<file path="src/fcpd_params.svh">
// constants for the floppy command parameter decoder
// Operation
// relative seek steps outward when direction bit is 0, inward when 1
// drive select bits 0,0 address drive 0 and 0,1 address drive 1
// sector size code zero means 128 bytes, special byte count limits transfer
// longer sector on read is read whole, only counted bytes go to host
// longer sector on write is padded with zero bytes after counted bytes
// sector check code covers the whole physical sector
// host should set special byte count to all ones for nonzero size code
// verify with count enable treats special byte count as sectors per track
// fifo enable is active low, disabled by default
// implied seek enabled: seek before read or write carrying a cylinder
// last sector number is the final sector transferred on the track
// gap alter changes second gap length only in perpendicular mode
// gap length sets inter-sector gap, excluding the sync field
// head address selects disk side 0 or 1 as in the sector id
// wait head load interval after loading head before read or write
// unload head after head unload interval from end of execution
// lock decides whether fifo, threshold, precomp revert on software reset
// software reset comes from data rate select or digital output register
// density select 1 is double density, 0 single density
// nonzero size code gives 128 times two to the code, codes up to seven
// non-dma flag 1 interrupts per transfer, 0 uses dma requests
// parameters latched in command phase, held through execution
`ifndef FCPD_PARAMS_SVH
`define FCPD_PARAMS_SVH

`define FCPD_CLK_NS          5
`define FCPD_LOAD_UNIT_NS    1000000
`define FCPD_UNLOAD_UNIT_NS  16000000
`define FCPD_LOAD_UNIT_CYC   (`FCPD_LOAD_UNIT_NS / `FCPD_CLK_NS)
`define FCPD_UNLOAD_UNIT_CYC (`FCPD_UNLOAD_UNIT_NS / `FCPD_CLK_NS)
`define FCPD_SECT_BASE_LEN   15'h0080
`define FCPD_SIZE_CODE_MAX   3'h7
`define FCPD_FIFO_OFF_RST    1'h1
`define FCPD_FIFO_THR_RST    4'h0
`define FCPD_PRECOMP_RST     8'h00
`define FCPD_LOCK_RST        1'h0
`define FCPD_HLD_RST         7'h01
`define FCPD_HUD_RST         4'h1

`endif

</file>
<file path="src/fcpd_pkg.sv">
// types for the floppy command parameter decoder
package fcpd_pkg;
  typedef enum logic [2:0] {
    FCPD_IDLE,
    FCPD_SEEK,
    FCPD_LOAD,
    FCPD_XFER,
    FCPD_HOLD
  } fcpd_state_t;
endpackage : fcpd_pkg
</file>
<file path="src/fcpd_param_decode.sv">
// parameter latch, sector byte sequencing and head timing for the floppy core
`timescale 1ns/1ps
`include "fcpd_params.svh"
module fcpd_param_decode
  import fcpd_pkg::*;
#(
  parameter int LOAD_UNIT_CYC   = `FCPD_LOAD_UNIT_CYC,   // cycles per head load unit
  parameter int UNLOAD_UNIT_CYC = `FCPD_UNLOAD_UNIT_CYC  // cycles per head unload unit
) (
  input  wire logic        mclk,                    // controller clock
  input  wire logic        rst_n,                   // sync reset, active low
  input  wire logic        ce,                      // clock enable
  // command phase fields
  input  wire logic        cmd_latch,               // pulse: take command fields
  input  wire logic        cmd_is_read,             // command reads data
  input  wire logic        cmd_is_write,            // command writes data
  input  wire logic        cmd_is_verify,           // command is verify
  input  wire logic        cmd_has_cylinder,        // command carries a cylinder
  input  wire logic        direction_in,            // relative seek direction
  input  wire logic        drive_select_low,        // drive select low bit
  input  wire logic        drive_select_high,       // drive select high bit
  input  wire logic [2:0]  sector_size_code,        // sector size code
  input  wire logic [7:0]  special_byte_count,      // special byte count
  input  wire logic        verify_count_enable,     // verify count mode
  input  wire logic [7:0]  last_sector_number,      // final sector on track
  input  wire logic [7:0]  inter_sector_gap_length, // third gap length
  input  wire logic [7:0]  gap_alter,               // second gap alteration
  input  wire logic        perpendicular_mode,      // perpendicular recording
  input  wire logic        head_side_number,        // disk side
  input  wire logic        double_density_select,   // density choice
  // configure and specify fields
  input  wire logic        cfg_write,               // pulse: configure fields
  input  wire logic        fifo_enable_low,         // fifo enable, active low
  input  wire logic [3:0]  fifo_threshold_field,    // fifo threshold
  input  wire logic [7:0]  precomp_start_track,     // precomp start track
  input  wire logic        implied_seek_enable,     // implied seek
  input  wire logic        lock_write,              // pulse: retention setting
  input  wire logic        lock_value,              // retention value
  input  wire logic        spec_write,              // pulse: specify fields
  input  wire logic [6:0]  head_load_delay,         // head load units
  input  wire logic [3:0]  head_unload_delay,       // head unload units
  input  wire logic        non_dma_flag,            // non-dma mode
  input  wire logic        dsr_reset,               // pulse: rate select reset
  input  wire logic        digital_output_register_reset, // pulse: output reg reset
  // execution
  input  wire logic        exec_start,              // pulse: begin execution
  input  wire logic        seek_done,               // pulse: seek finished
  input  wire logic        byte_tick,               // pulse: one disk byte moved
  input  wire logic        exec_end,                // pulse: execution finished
  input  wire logic [7:0]  host_wr_data,            // byte from host
  // outputs
  output logic             step_inward_reg,         // seek steps toward spindle
  output logic [1:0]       drive_num_reg,           // addressed drive
  output logic [14:0]      sector_len_reg,          // physical sector length
  output logic [14:0]      host_len_reg,            // bytes passed to host
  output logic             count_sectors_reg,       // count field is sectors
  output logic [7:0]       sectors_per_track_reg,   // verify sector count
  output logic [7:0]       last_sector_reg,         // final sector to move
  output logic [7:0]       gap2_adjust_reg,         // second gap adjust
  output logic [7:0]       gap3_len_reg,            // third gap length
  output logic             head_side_reg,           // disk side
  output logic             double_density_reg,      // mfm when high
  output logic             fifo_on_reg,             // data fifo enabled
  output logic [3:0]       fifo_thr_reg,            // fifo threshold
  output logic [7:0]       precomp_reg,             // precomp start track
  output logic             lock_reg,                // retention setting
  output logic             irq_per_byte_reg,        // interrupt each transfer
  output logic             dma_req_mode_reg,        // dma requests in use
  output logic             seek_req_reg,            // pulse: implied seek
  output logic             head_loaded_reg,         // head is loaded
  output logic             rw_go_reg,               // read or write may run
  output logic             host_pass_reg,           // byte goes to/from host
  output logic             crc_en_reg,              // byte enters check code
  output logic [7:0]       wr_byte_reg,             // byte written to disk
  output logic             sector_end_reg           // pulse: last sector byte
);

  // refuse unit lengths that the prescaler cannot count
  if (LOAD_UNIT_CYC < 1 || UNLOAD_UNIT_CYC < 1) begin : g_unit_chk
    $error("head timing units must be at least one cycle");
  end

  fcpd_state_t state_reg;
  logic        soft_rst;
  logic        is_read_reg;
  logic        is_write_reg;
  logic [6:0]  hld_reg;
  logic [3:0]  hud_reg;
  logic [31:0] pre_reg;
  logic [6:0]  unit_reg;
  logic [14:0] byte_cnt_reg;
  logic [14:0] host_len_next;
  logic [14:0] sector_len_next;
  logic        pre_wrap;
  logic        unit_up;

  // either register's reset bit acts as a software reset
  // both sources are same-clock pulses, so no synchroniser is needed
  assign soft_rst = dsr_reset | digital_output_register_reset;

  // sector length from size code; a code above the largest legal one gives the base length
  // the code is three bits wide, so the cap only guards a wider field later
  always_comb begin
    if (sector_size_code > `FCPD_SIZE_CODE_MAX)
      sector_len_next = `FCPD_SECT_BASE_LEN;
    else
      sector_len_next = `FCPD_SECT_BASE_LEN << sector_size_code;
    if (sector_size_code == 3'h0 && !(cmd_is_verify && verify_count_enable))
      host_len_next = {7'h00, special_byte_count};
    else
      host_len_next = sector_len_next; // count field ignored here, see
  end

  // command fields held through execution so a new byte cannot disturb it
  // a latch outside idle is dropped silently; the host must wait for idle
  always_ff @(posedge mclk) begin
    if (!rst_n) begin
      step_inward_reg       <= 1'h0;
      drive_num_reg         <= 2'h0;
      sector_len_reg        <= `FCPD_SECT_BASE_LEN;
      host_len_reg          <= `FCPD_SECT_BASE_LEN;
      count_sectors_reg     <= 1'h0;
      sectors_per_track_reg <= 8'h00;
      last_sector_reg       <= 8'h00;
      gap2_adjust_reg       <= 8'h00;
      gap3_len_reg          <= 8'h00;
      head_side_reg         <= 1'h0;
      double_density_reg    <= 1'h0;
      is_read_reg           <= 1'h0;
      is_write_reg          <= 1'h0;
    end else if (ce && cmd_latch && state_reg == FCPD_IDLE) begin
      step_inward_reg       <= direction_in;
      drive_num_reg         <= {drive_select_high, drive_select_low};
      sector_len_reg        <= sector_len_next;
      host_len_reg          <= host_len_next;
      count_sectors_reg     <= cmd_is_verify & verify_count_enable;
      sectors_per_track_reg <= special_byte_count;
      last_sector_reg       <= last_sector_number;
      gap2_adjust_reg       <= perpendicular_mode ? gap_alter : 8'h00;
      gap3_len_reg          <= inter_sector_gap_length;
      head_side_reg         <= head_side_number;
      double_density_reg    <= double_density_select;
      is_read_reg           <= cmd_is_read;
      is_write_reg          <= cmd_is_write;
    end
  end

  // configure fields; a software reset reverts them only when unlocked
  // cfg_write wins a tie with a software reset so a fresh setting is never lost
  always_ff @(posedge mclk) begin
    if (!rst_n) begin
      fifo_on_reg  <= ~`FCPD_FIFO_OFF_RST;
      fifo_thr_reg <= `FCPD_FIFO_THR_RST;
      precomp_reg  <= `FCPD_PRECOMP_RST;
    end else if (ce) begin
      if (cfg_write) begin
        fifo_on_reg  <= ~fifo_enable_low;
        fifo_thr_reg <= fifo_threshold_field;
        precomp_reg  <= precomp_start_track;
      end else if (soft_rst && !lock_reg) begin
        fifo_on_reg  <= ~`FCPD_FIFO_OFF_RST;
        fifo_thr_reg <= `FCPD_FIFO_THR_RST;
        precomp_reg  <= `FCPD_PRECOMP_RST;
      end
    end
  end

  // retention setting itself survives software reset
  // only its own pulse changes it, otherwise a reset could unlock itself
  always_ff @(posedge mclk) begin
    if (!rst_n)
      lock_reg <= `FCPD_LOCK_RST;
    else if (ce && lock_write)
      lock_reg <= lock_value;
  end

  // specify fields: head timing and transfer mode
  // reset values give short head waits until the host programs its own
  always_ff @(posedge mclk) begin
    if (!rst_n) begin
      hld_reg          <= `FCPD_HLD_RST;
      hud_reg          <= `FCPD_HUD_RST;
      irq_per_byte_reg <= 1'h0;
      dma_req_mode_reg <= 1'h1;
    end else if (ce && spec_write) begin
      hld_reg          <= head_load_delay;
      hud_reg          <= head_unload_delay;
      irq_per_byte_reg <= non_dma_flag;
      dma_req_mode_reg <= ~non_dma_flag;
    end
  end

  // prescaler held clear outside the load and hold waits, restarted on each timed wait
  // 32 bits so one unload unit at the full clock rate cannot overflow; unit_reg counts the units
  assign pre_wrap = (state_reg == FCPD_LOAD) ?
                    (pre_reg == 32'(LOAD_UNIT_CYC - 1)) :
                    (pre_reg == 32'(UNLOAD_UNIT_CYC - 1));
  assign unit_up  = (state_reg == FCPD_LOAD) ? (unit_reg >= hld_reg) :
                    (unit_reg >= {3'h0, hud_reg});

  always_ff @(posedge mclk) begin
    if (!rst_n) begin
      pre_reg  <= 32'h0000_0000;
      unit_reg <= 7'h00;
    end else if (ce) begin
      if (state_reg != FCPD_LOAD && state_reg != FCPD_HOLD) begin
        pre_reg  <= 32'h0000_0000;
        unit_reg <= 7'h00;
      end else if (pre_wrap) begin
        pre_reg  <= 32'h0000_0000;
        unit_reg <= unit_reg + 7'h01;
      end else begin
        pre_reg <= pre_reg + 32'h0000_0001;
      end
    end
  end

  // execution sequencer: optional seek, head load wait, transfer, unload wait
  // hold keeps the head down; a start there without a seek skips the load wait
  // a stray exec_end outside a transfer is ignored
  always_ff @(posedge mclk) begin
    if (!rst_n) begin
      state_reg       <= FCPD_IDLE;
      seek_req_reg    <= 1'h0;
      head_loaded_reg <= 1'h0;
      rw_go_reg       <= 1'h0;
    end else if (ce) begin
      seek_req_reg <= 1'h0;
      unique case (state_reg)
        FCPD_IDLE, FCPD_HOLD: begin
          if (exec_start && (is_read_reg || is_write_reg)) begin
            if (implied_seek_enable && cmd_has_cylinder) begin
              seek_req_reg <= 1'h1;
              state_reg    <= FCPD_SEEK;
            end else if (head_loaded_reg) begin
              rw_go_reg <= 1'h1; // head already down, no reload wait
              state_reg <= FCPD_XFER;
            end else begin
              head_loaded_reg <= 1'h1;
              state_reg       <= FCPD_LOAD;
            end
          end else if (state_reg == FCPD_HOLD && unit_up) begin
            head_loaded_reg <= 1'h0;
            state_reg       <= FCPD_IDLE;
          end
        end
        FCPD_SEEK: begin
          if (seek_done) begin
            head_loaded_reg <= 1'h1;
            state_reg       <= FCPD_LOAD;
          end
        end
        FCPD_LOAD: begin
          if (unit_up) begin
            rw_go_reg <= 1'h1;
            state_reg <= FCPD_XFER;
          end
        end
        FCPD_XFER: begin
          if (exec_end) begin
            rw_go_reg <= 1'h0;
            state_reg <= FCPD_HOLD;
          end
        end
        default: state_reg <= FCPD_IDLE;
      endcase
    end
  end

  // byte sequencing inside one sector; the whole sector always moves on disk
  // pass and pad come from one compare, so a byte is never both sent and zeroed
  // a short count stops the host side only; the check code still sees every byte
  always_ff @(posedge mclk) begin
    if (!rst_n) begin
      byte_cnt_reg   <= 15'h0000;
      host_pass_reg  <= 1'h0;
      crc_en_reg     <= 1'h0;
      wr_byte_reg    <= 8'h00;
      sector_end_reg <= 1'h0;
    end else if (ce) begin
      sector_end_reg <= 1'h0;
      crc_en_reg     <= 1'h0;
      host_pass_reg  <= 1'h0;
      if (state_reg != FCPD_XFER) begin
        byte_cnt_reg <= 15'h0000;
      end else if (byte_tick) begin
        crc_en_reg    <= 1'h1;
        host_pass_reg <= byte_cnt_reg < host_len_reg;
        if (byte_cnt_reg < host_len_reg)
          wr_byte_reg <= host_wr_data;
        else
          wr_byte_reg <= 8'h00;
        if (byte_cnt_reg == sector_len_reg - 15'h0001) begin
          byte_cnt_reg   <= 15'h0000;
          sector_end_reg <= 1'h1;
        end else begin
          byte_cnt_reg <= byte_cnt_reg + 15'h0001;
        end
      end
    end
  end

endmodule : fcpd_param_decode

</file>
<file path="config.mk">
export PLATFORM = sky130hd
export DESIGN_NAME = fcpd_param_decode
export DESIGN_NICKNAME = d
export VERILOG_FILES = /design/src/fcpd_pkg.sv /design/src/fcpd_param_decode.sv
export VERILOG_INCLUDE_DIRS = /design/src
export SDC_FILE = /design/constraint.sdc
export NUM_CORES = 1
export LEC_CHECK = 0
export ABC_AREA = 1
export BUFFER_PORTS_ARGS = -buffer_cell sky130_fd_sc_hd__buf_2
export CELL_PAD_IN_SITES_DETAIL_PLACEMENT = 0
export CELL_PAD_IN_SITES_GLOBAL_PLACEMENT = 2
export CORE_ASPECT_RATIO = 1.4
export CORE_MARGIN = 3
export CORE_UTILIZATION = 30
export CTS_BUF_LIST = sky130_fd_sc_hd__clkbuf_8
export DETAILED_ROUTE_END_ITERATION = 10
export PLACE_DENSITY_LB_ADDON = 0.08
export SLEW_MARGIN = 20
export SYNTH_ARGS = -nofsm -noshare
export SYNTH_HDL_FRONTEND = slang
export SYNTH_SLANG_ARGS = --single-unit
</file>
<file path="constraint.sdc">
create_clock -name mclk -period 2.35 [get_ports mclk]
set_input_delay 0.235 -clock mclk [delete_from_list [all_inputs] [get_ports mclk]]
set_output_delay 0.235 -clock mclk [all_outputs]
set_load 0.02 [all_outputs]
</file>
Word-level counts from Yosys, hierarchy flattened
Index checks and enable logic that the tools add are counted.
Storage, ports and cells
  bits in registers: 168
  bits in latches: 0
  RAM bits: 0
  ROM bits: 0
  bits of input ports: 94
  output and inout bits: 98
  logic and storage cells: 141
  memories kept: 0
Cells by class
  $add $sub $neg: 4
  multipliers: 0
  divide/modulo/power cells: 0
  $lt $le $gt $ge: 4
  equality and inequality tests: 18
  shift-type cells: 1
  muxes and demuxes: 48
  bitwise operators: 5
  reductions and logical operators: 29
Operator list (number)
  2-to-1 mux 15 bit: 5
  2-to-1 mux 32 bit: 2
  adder 32 x 1 -> 32 bit (second input constant): 1
  == test 32 x 18 -> 1 bit (second input constant): 1
  == test 32 x 22 -> 1 bit (second input constant): 1
  2-to-1 mux 8 bit: 4
  2-to-1 mux 1 bit: 24
  adder 15 x 1 -> 15 bit (second input constant): 1
  == test 15 bit: 1
  less-than comparator 15 bit: 1
  2-to-1 mux 3 bit: 5
  << shifter 8 x 3 -> 15 bit (first input constant): 1
  subtractor 15 x 1 -> 15 bit (second input constant): 1
  2-to-1 mux 7 bit: 2
  != test 2 bit (second input constant): 6
  one-hot mux 3 bit (4 select lines): 1
  logical AND 1 bit: 11
  AND reduction 5 bit: 2
  != test 3 bit (second input constant): 3
  2-to-1 mux 4 bit: 2
  nonzero test 2 bit: 4
  adder 7 x 1 -> 7 bit (second input constant): 1
  >= comparator 7 x 4 -> 1 bit: 1
  >= comparator 7 bit: 1
  other kinds (19): 27

Depth between registers and ports, before layout
  depth after elaboration: 6
  gate-level depth with buffers: 13
  mapped depth without buffers: 13

Worst setup path before layout
No wires, ideal clock.
  path type: register to register
  from: reg sector_len_reg[7]
  to: reg byte_cnt_reg[7]
  setup time: 0.132 ns
  arrival time: 1.631 ns
  data required time: 2.218 ns
  setup slack: 0.586 ns
  stages on the path, launching flop included: 14
  buffers on the path: 0
  period minus slack after synthesis: 1.764 ns
  cells stage by stage: dfxtp_1 -> inv_1 -> ha_1 -> inv_1 -> nand2_1 -> nand2_1 -> nor2_1 -> nand2_1 -> nor2_1 -> nand2_1 -> nor2_1 -> nand2_1 -> nand3b_1 -> a21oi_1
On the way
  cells in the longest elaborated chain, start to end: 5
RTL lines
  from (decl): line fcpd_param_decode.sv:54  | output logic [14:0] sector_len_reg,
  from (signal assigned): line fcpd_param_decode.sv:120  | sector_len_reg <= `FCPD_SECT_BASE_LEN;
  from (signal assigned): line fcpd_param_decode.sv:134  | sector_len_reg <= sector_len_next;
  subtractor 15 x 1 -> 15 bit: line fcpd_param_decode.sv:293  | if (byte_cnt_reg == sector_len_reg - 15'h0001) begin
  == test 15 bit: line fcpd_param_decode.sv:293
  2-to-1 mux 15 bit: line fcpd_param_decode.sv:293
  2-to-1 mux 15 bit: line fcpd_param_decode.sv:286  | end else if (byte_tick) begin
  2-to-1 mux 15 bit: line fcpd_param_decode.sv:284  | if (state_reg != FCPD_XFER) begin
  to (signal assigned): line fcpd_param_decode.sv:297  | byte_cnt_reg <= byte_cnt_reg + 15'h0001;
  to (decl): line fcpd_param_decode.sv:91  | logic [14:0] byte_cnt_reg;
Every way passes these cells. The select of a mux whose other input is x is not followed.
A chain may end at the register's enable or synchronous reset.

Worst setup path in the final report
  from: reg sector_len_reg[7]
  to: reg byte_cnt_reg[11]
The elaborated chain is that of the path after synthesis.

==> results.md <==
- Status: complete, no violations
- Flip-flop count of the largest register after layout: 32
- First-pass GRT wire length: 42.6 mm
- Layout cells sized above 1: ~20%
- Ys async rst share: 0%
- DP Wirelength: between 15 and 20 mm
- Synth Area in Simple Gates: 33.4%
- Worst r2r path cells: 11
- Setup TNS: 0 ns
- Post-cts resize count: 0
- # rows: 71
- CP Capture Type: flip-flop
- Starting Density: between 30% and 40%
- CTS tree: built
- Post-cts hold buffer count: 41
- Layout fillers: 2,986
- Peak VDD IR: 0.371 mV
- Hold slack: about 0.034 ns
- DIE WIDTH: around 150 µm
- Ys Warns: 0
- Post-synthesis adder-cell area fraction: 4.40%
- Critical Path AT: 2.33 ns
- Worst Max-Slew Pin Slew: ~0.66 ns
- Clock Sinks: around 160
- H-tree lvl count: 4
- P_leak: about 4.4 nW
- Number of port buffers: 184
- Drt drc: 0
- Seq/Total Area, Yosys: 39.1%
- RSZ-0062 raised after global routing: false
- Tmin final: 1.99 ns
- Synth Area in XOR/XNOR: 2.55%
- DRT Pass-1 Iters: 4
- CTS buffer count: 17
- Slew Limit Fails: 0
- Post-synth cell types: between 40 and 50
- DR iter-0 viols: between 200 and 300
- Max Clk Rate: 503 MHz
- GRT Residual Overflow: 0
- Routed Antenna Nets: 0
- Worst EP required: 2.69 ns
- Total GRT Usage: 17.9%
- Die Height: 202 µm
- Largest family of logic cells by synthesized area: simple AND/OR/NAND/NOR gates
- Maximum net fanout on the critical path: 8
- Worst hold stages: 3
- Fin. Hold Viols: 0
- I/O pin total: 192
- Root buffer cell: clkbuf_8
- Setup Crit Path Kind: flip-flop to flip-flop
- Clock latency at the later pin of the worst-skew pair: 0.46 ns
- Fin nets: 1,525
- Final setup fails: 0
- Synth Cell Area: 8240 µm²
- Ys flop type: dfxtp_1
- Post-synth EDFFs: 0
- CP startpoint kind: flip-flop
- Die area: just under 30,000 µm²
- Max Cap Violations: 0
- N_diodes: 0
- Max-slew headroom: a little under three fifths
- Final Power: 7.72 mW
- DR vias/cell: 4.54
- Fin util: slightly below 40%
- Post-Route WL: 26.1 mm
- Final period util: 84.7%
- Core Region: ~27,000 µm²
- Vias: 8,082
- CTS Buffer Depth: 2
- Clock slew at reported path FFs: roughly 0.090 ns
- Area Growth Syn to Fin: 26.6%
- Flops & latches, synth: about 160
- PwrDens: 740 nW/µm²
- Placed Instances: 1,707
- WL/cell: between 10 and 15 µm
- Compound-cell area share of the yosys netlist: 11.6%
- Largest net degree at the start of global routing: 63
- Final instance count without filler cells: around 1,800
- Vias in the first global route: approximately 8,300
- Synthesized instance count: 1,181
- Post-synthesis mux area share: 0%
- Skew final: 0.0128 ns
- Placer congestion estimate: 0.791
- Worst min-delay path category: input port to flip-flop
- Synthesized area per cell: 6.98 µm²
- Post-CTS setup buffers: 0
- Initial antenna violation count: 0
-- worst max-delay path, cell delays in order (launching register included) --
cell and delay [ns]:
dfxtp_1 0.35, inv_1 0.12, ha_1 0.37, inv_1 0.05
nand2_1 0.06, nand2_1 0.06, nor2_1 0.16, nand4_1 0.11
nor2_1 0.15, nand3_2 0.21, nand4_1 0.14, a21oi_1 0.07
-- report_power, final --
group / switching (mW) / internal [mW]
clock: 1.11 / 1.25
sequential: 0.175 / 2.99
combinational: 1.44 / 0.758
total: 2.72 / 5.00
-- per-stage QoR --
stage / cell area (µm²) / setup WS, ns
finish: 10400 / 0.360
global route: 10400 / 0.0758
CTS: 10400 / 0.333
detailed placement: 9560 / 0.352
global placement: 9560 / 0.363
floorplan: 8260 / 0.586
-- layout make-up --
class / count / area (µm²) / area share, %
Clock inverter: 12 / 181 / 1.74
Tap cell: 365 / 457 / 4.38
Sequential cell: 161 / 3220 / 30.9
Clock buffer: 20 / 275 / 2.64
Inverter: 126 / 473 / 4.54
Timing Repair Buffer: 246 / 1510 / 14.5
Multi-Input combinational cell: 850 / 4310 / 41.3
-- synth_stat cells (7+ instances only) --
library cell | n | share of area [%]
nor2_2 | 10 | 0.76
dfxtp_1 | 161 | 39
nand3_1 | 92 | 5.6
buf_2 | 8 | 0.49
xnor2_1 | 8 | 0.85
o21ai_0 | 52 | 3.2
inv_1 | 116 | 5.3
inv_2 | 10 | 0.46
buf_4 | 9 | 0.82
ha_1 | 29 | 4.4
nand2_1 | 242 | 11
nand2b_1 | 12 | 0.91
nor3_1 | 32 | 1.9
clkbuf_1 | 24 | 1.1
nor2_1 | 155 | 7.1
nand2_2 | 7 | 0.53
nand4_1 | 30 | 2.3
a21oi_1 | 115 | 7.0
xor2_1 | 16 | 1.7
-- per-layer routing --
layer  part of all wire, %  up-vias  global-route usage [%]
li1                      -     4277                       -
met1                    42     3648                    19.9
met2                    53      131                    33.8
met3                   3.3       26                    3.45
met4                   2.0        0                    5.82
met5                     0        -                       0
-- cells in the final DEF (no fill, tap or decap), types with 3 or more instances in the layout --
master         netlist  layout
nor3_2               4       4
nand2_2              7       7
nor2_1             155     155
buf_2                8     184
o21ai_0             52      52
o211ai_1             4       4
conb_1               1       7
xnor2_1              8       8
clkinvlp_4           0       3
buf_4                9      19
nand3_2              4       4
inv_2               10      11
dfxtp_1            161     161
clkbuf_8             0      20
nor2_2              10      10
nor4_1               5       5
nand4_1             30      30
or2_2                3       3
nor3_1              32      32
nand2b_1            12      12
dlygate4sd3_1        0      41
inv_1              116     116
a21oi_1            115     115
xor2_1              16      16
nand3_1             92      92
nand2_1            242     242
clkinv_4             0       3
nor2_4               3       3
bufinv_16            0       4
ha_1                29      29
-- path summary, 6_finish.rpt --
| kind | slack (ns) | start | end |
|---|---|---|---|
| setup / recovery | 0.36 | sector_len_reg[7] | byte_cnt_reg[11] |
| hold / removal | 0.03 | last_sector_number[3] | last_sector_reg[3] |
| setup reg to reg | 0.36 | sector_len_reg[7] | byte_cnt_reg[11] |
| hold reg to reg | 0.46 | dma_req_mode_reg | dma_req_mode_reg |
-- cells by family after synthesis --
| logic type | after synthesis |
|---|---|
| AOI/OAI and AO/OA | 181 |
| xor gates and xnor gates | 24 |
| adders and majority gates | 29 |
| buffers and inverters | 176 |
| DFF | 161 |
| other | 1 |
| and+or+nand+nor | 609 |
No activity file was read; power rests on OpenSTA's default activity.
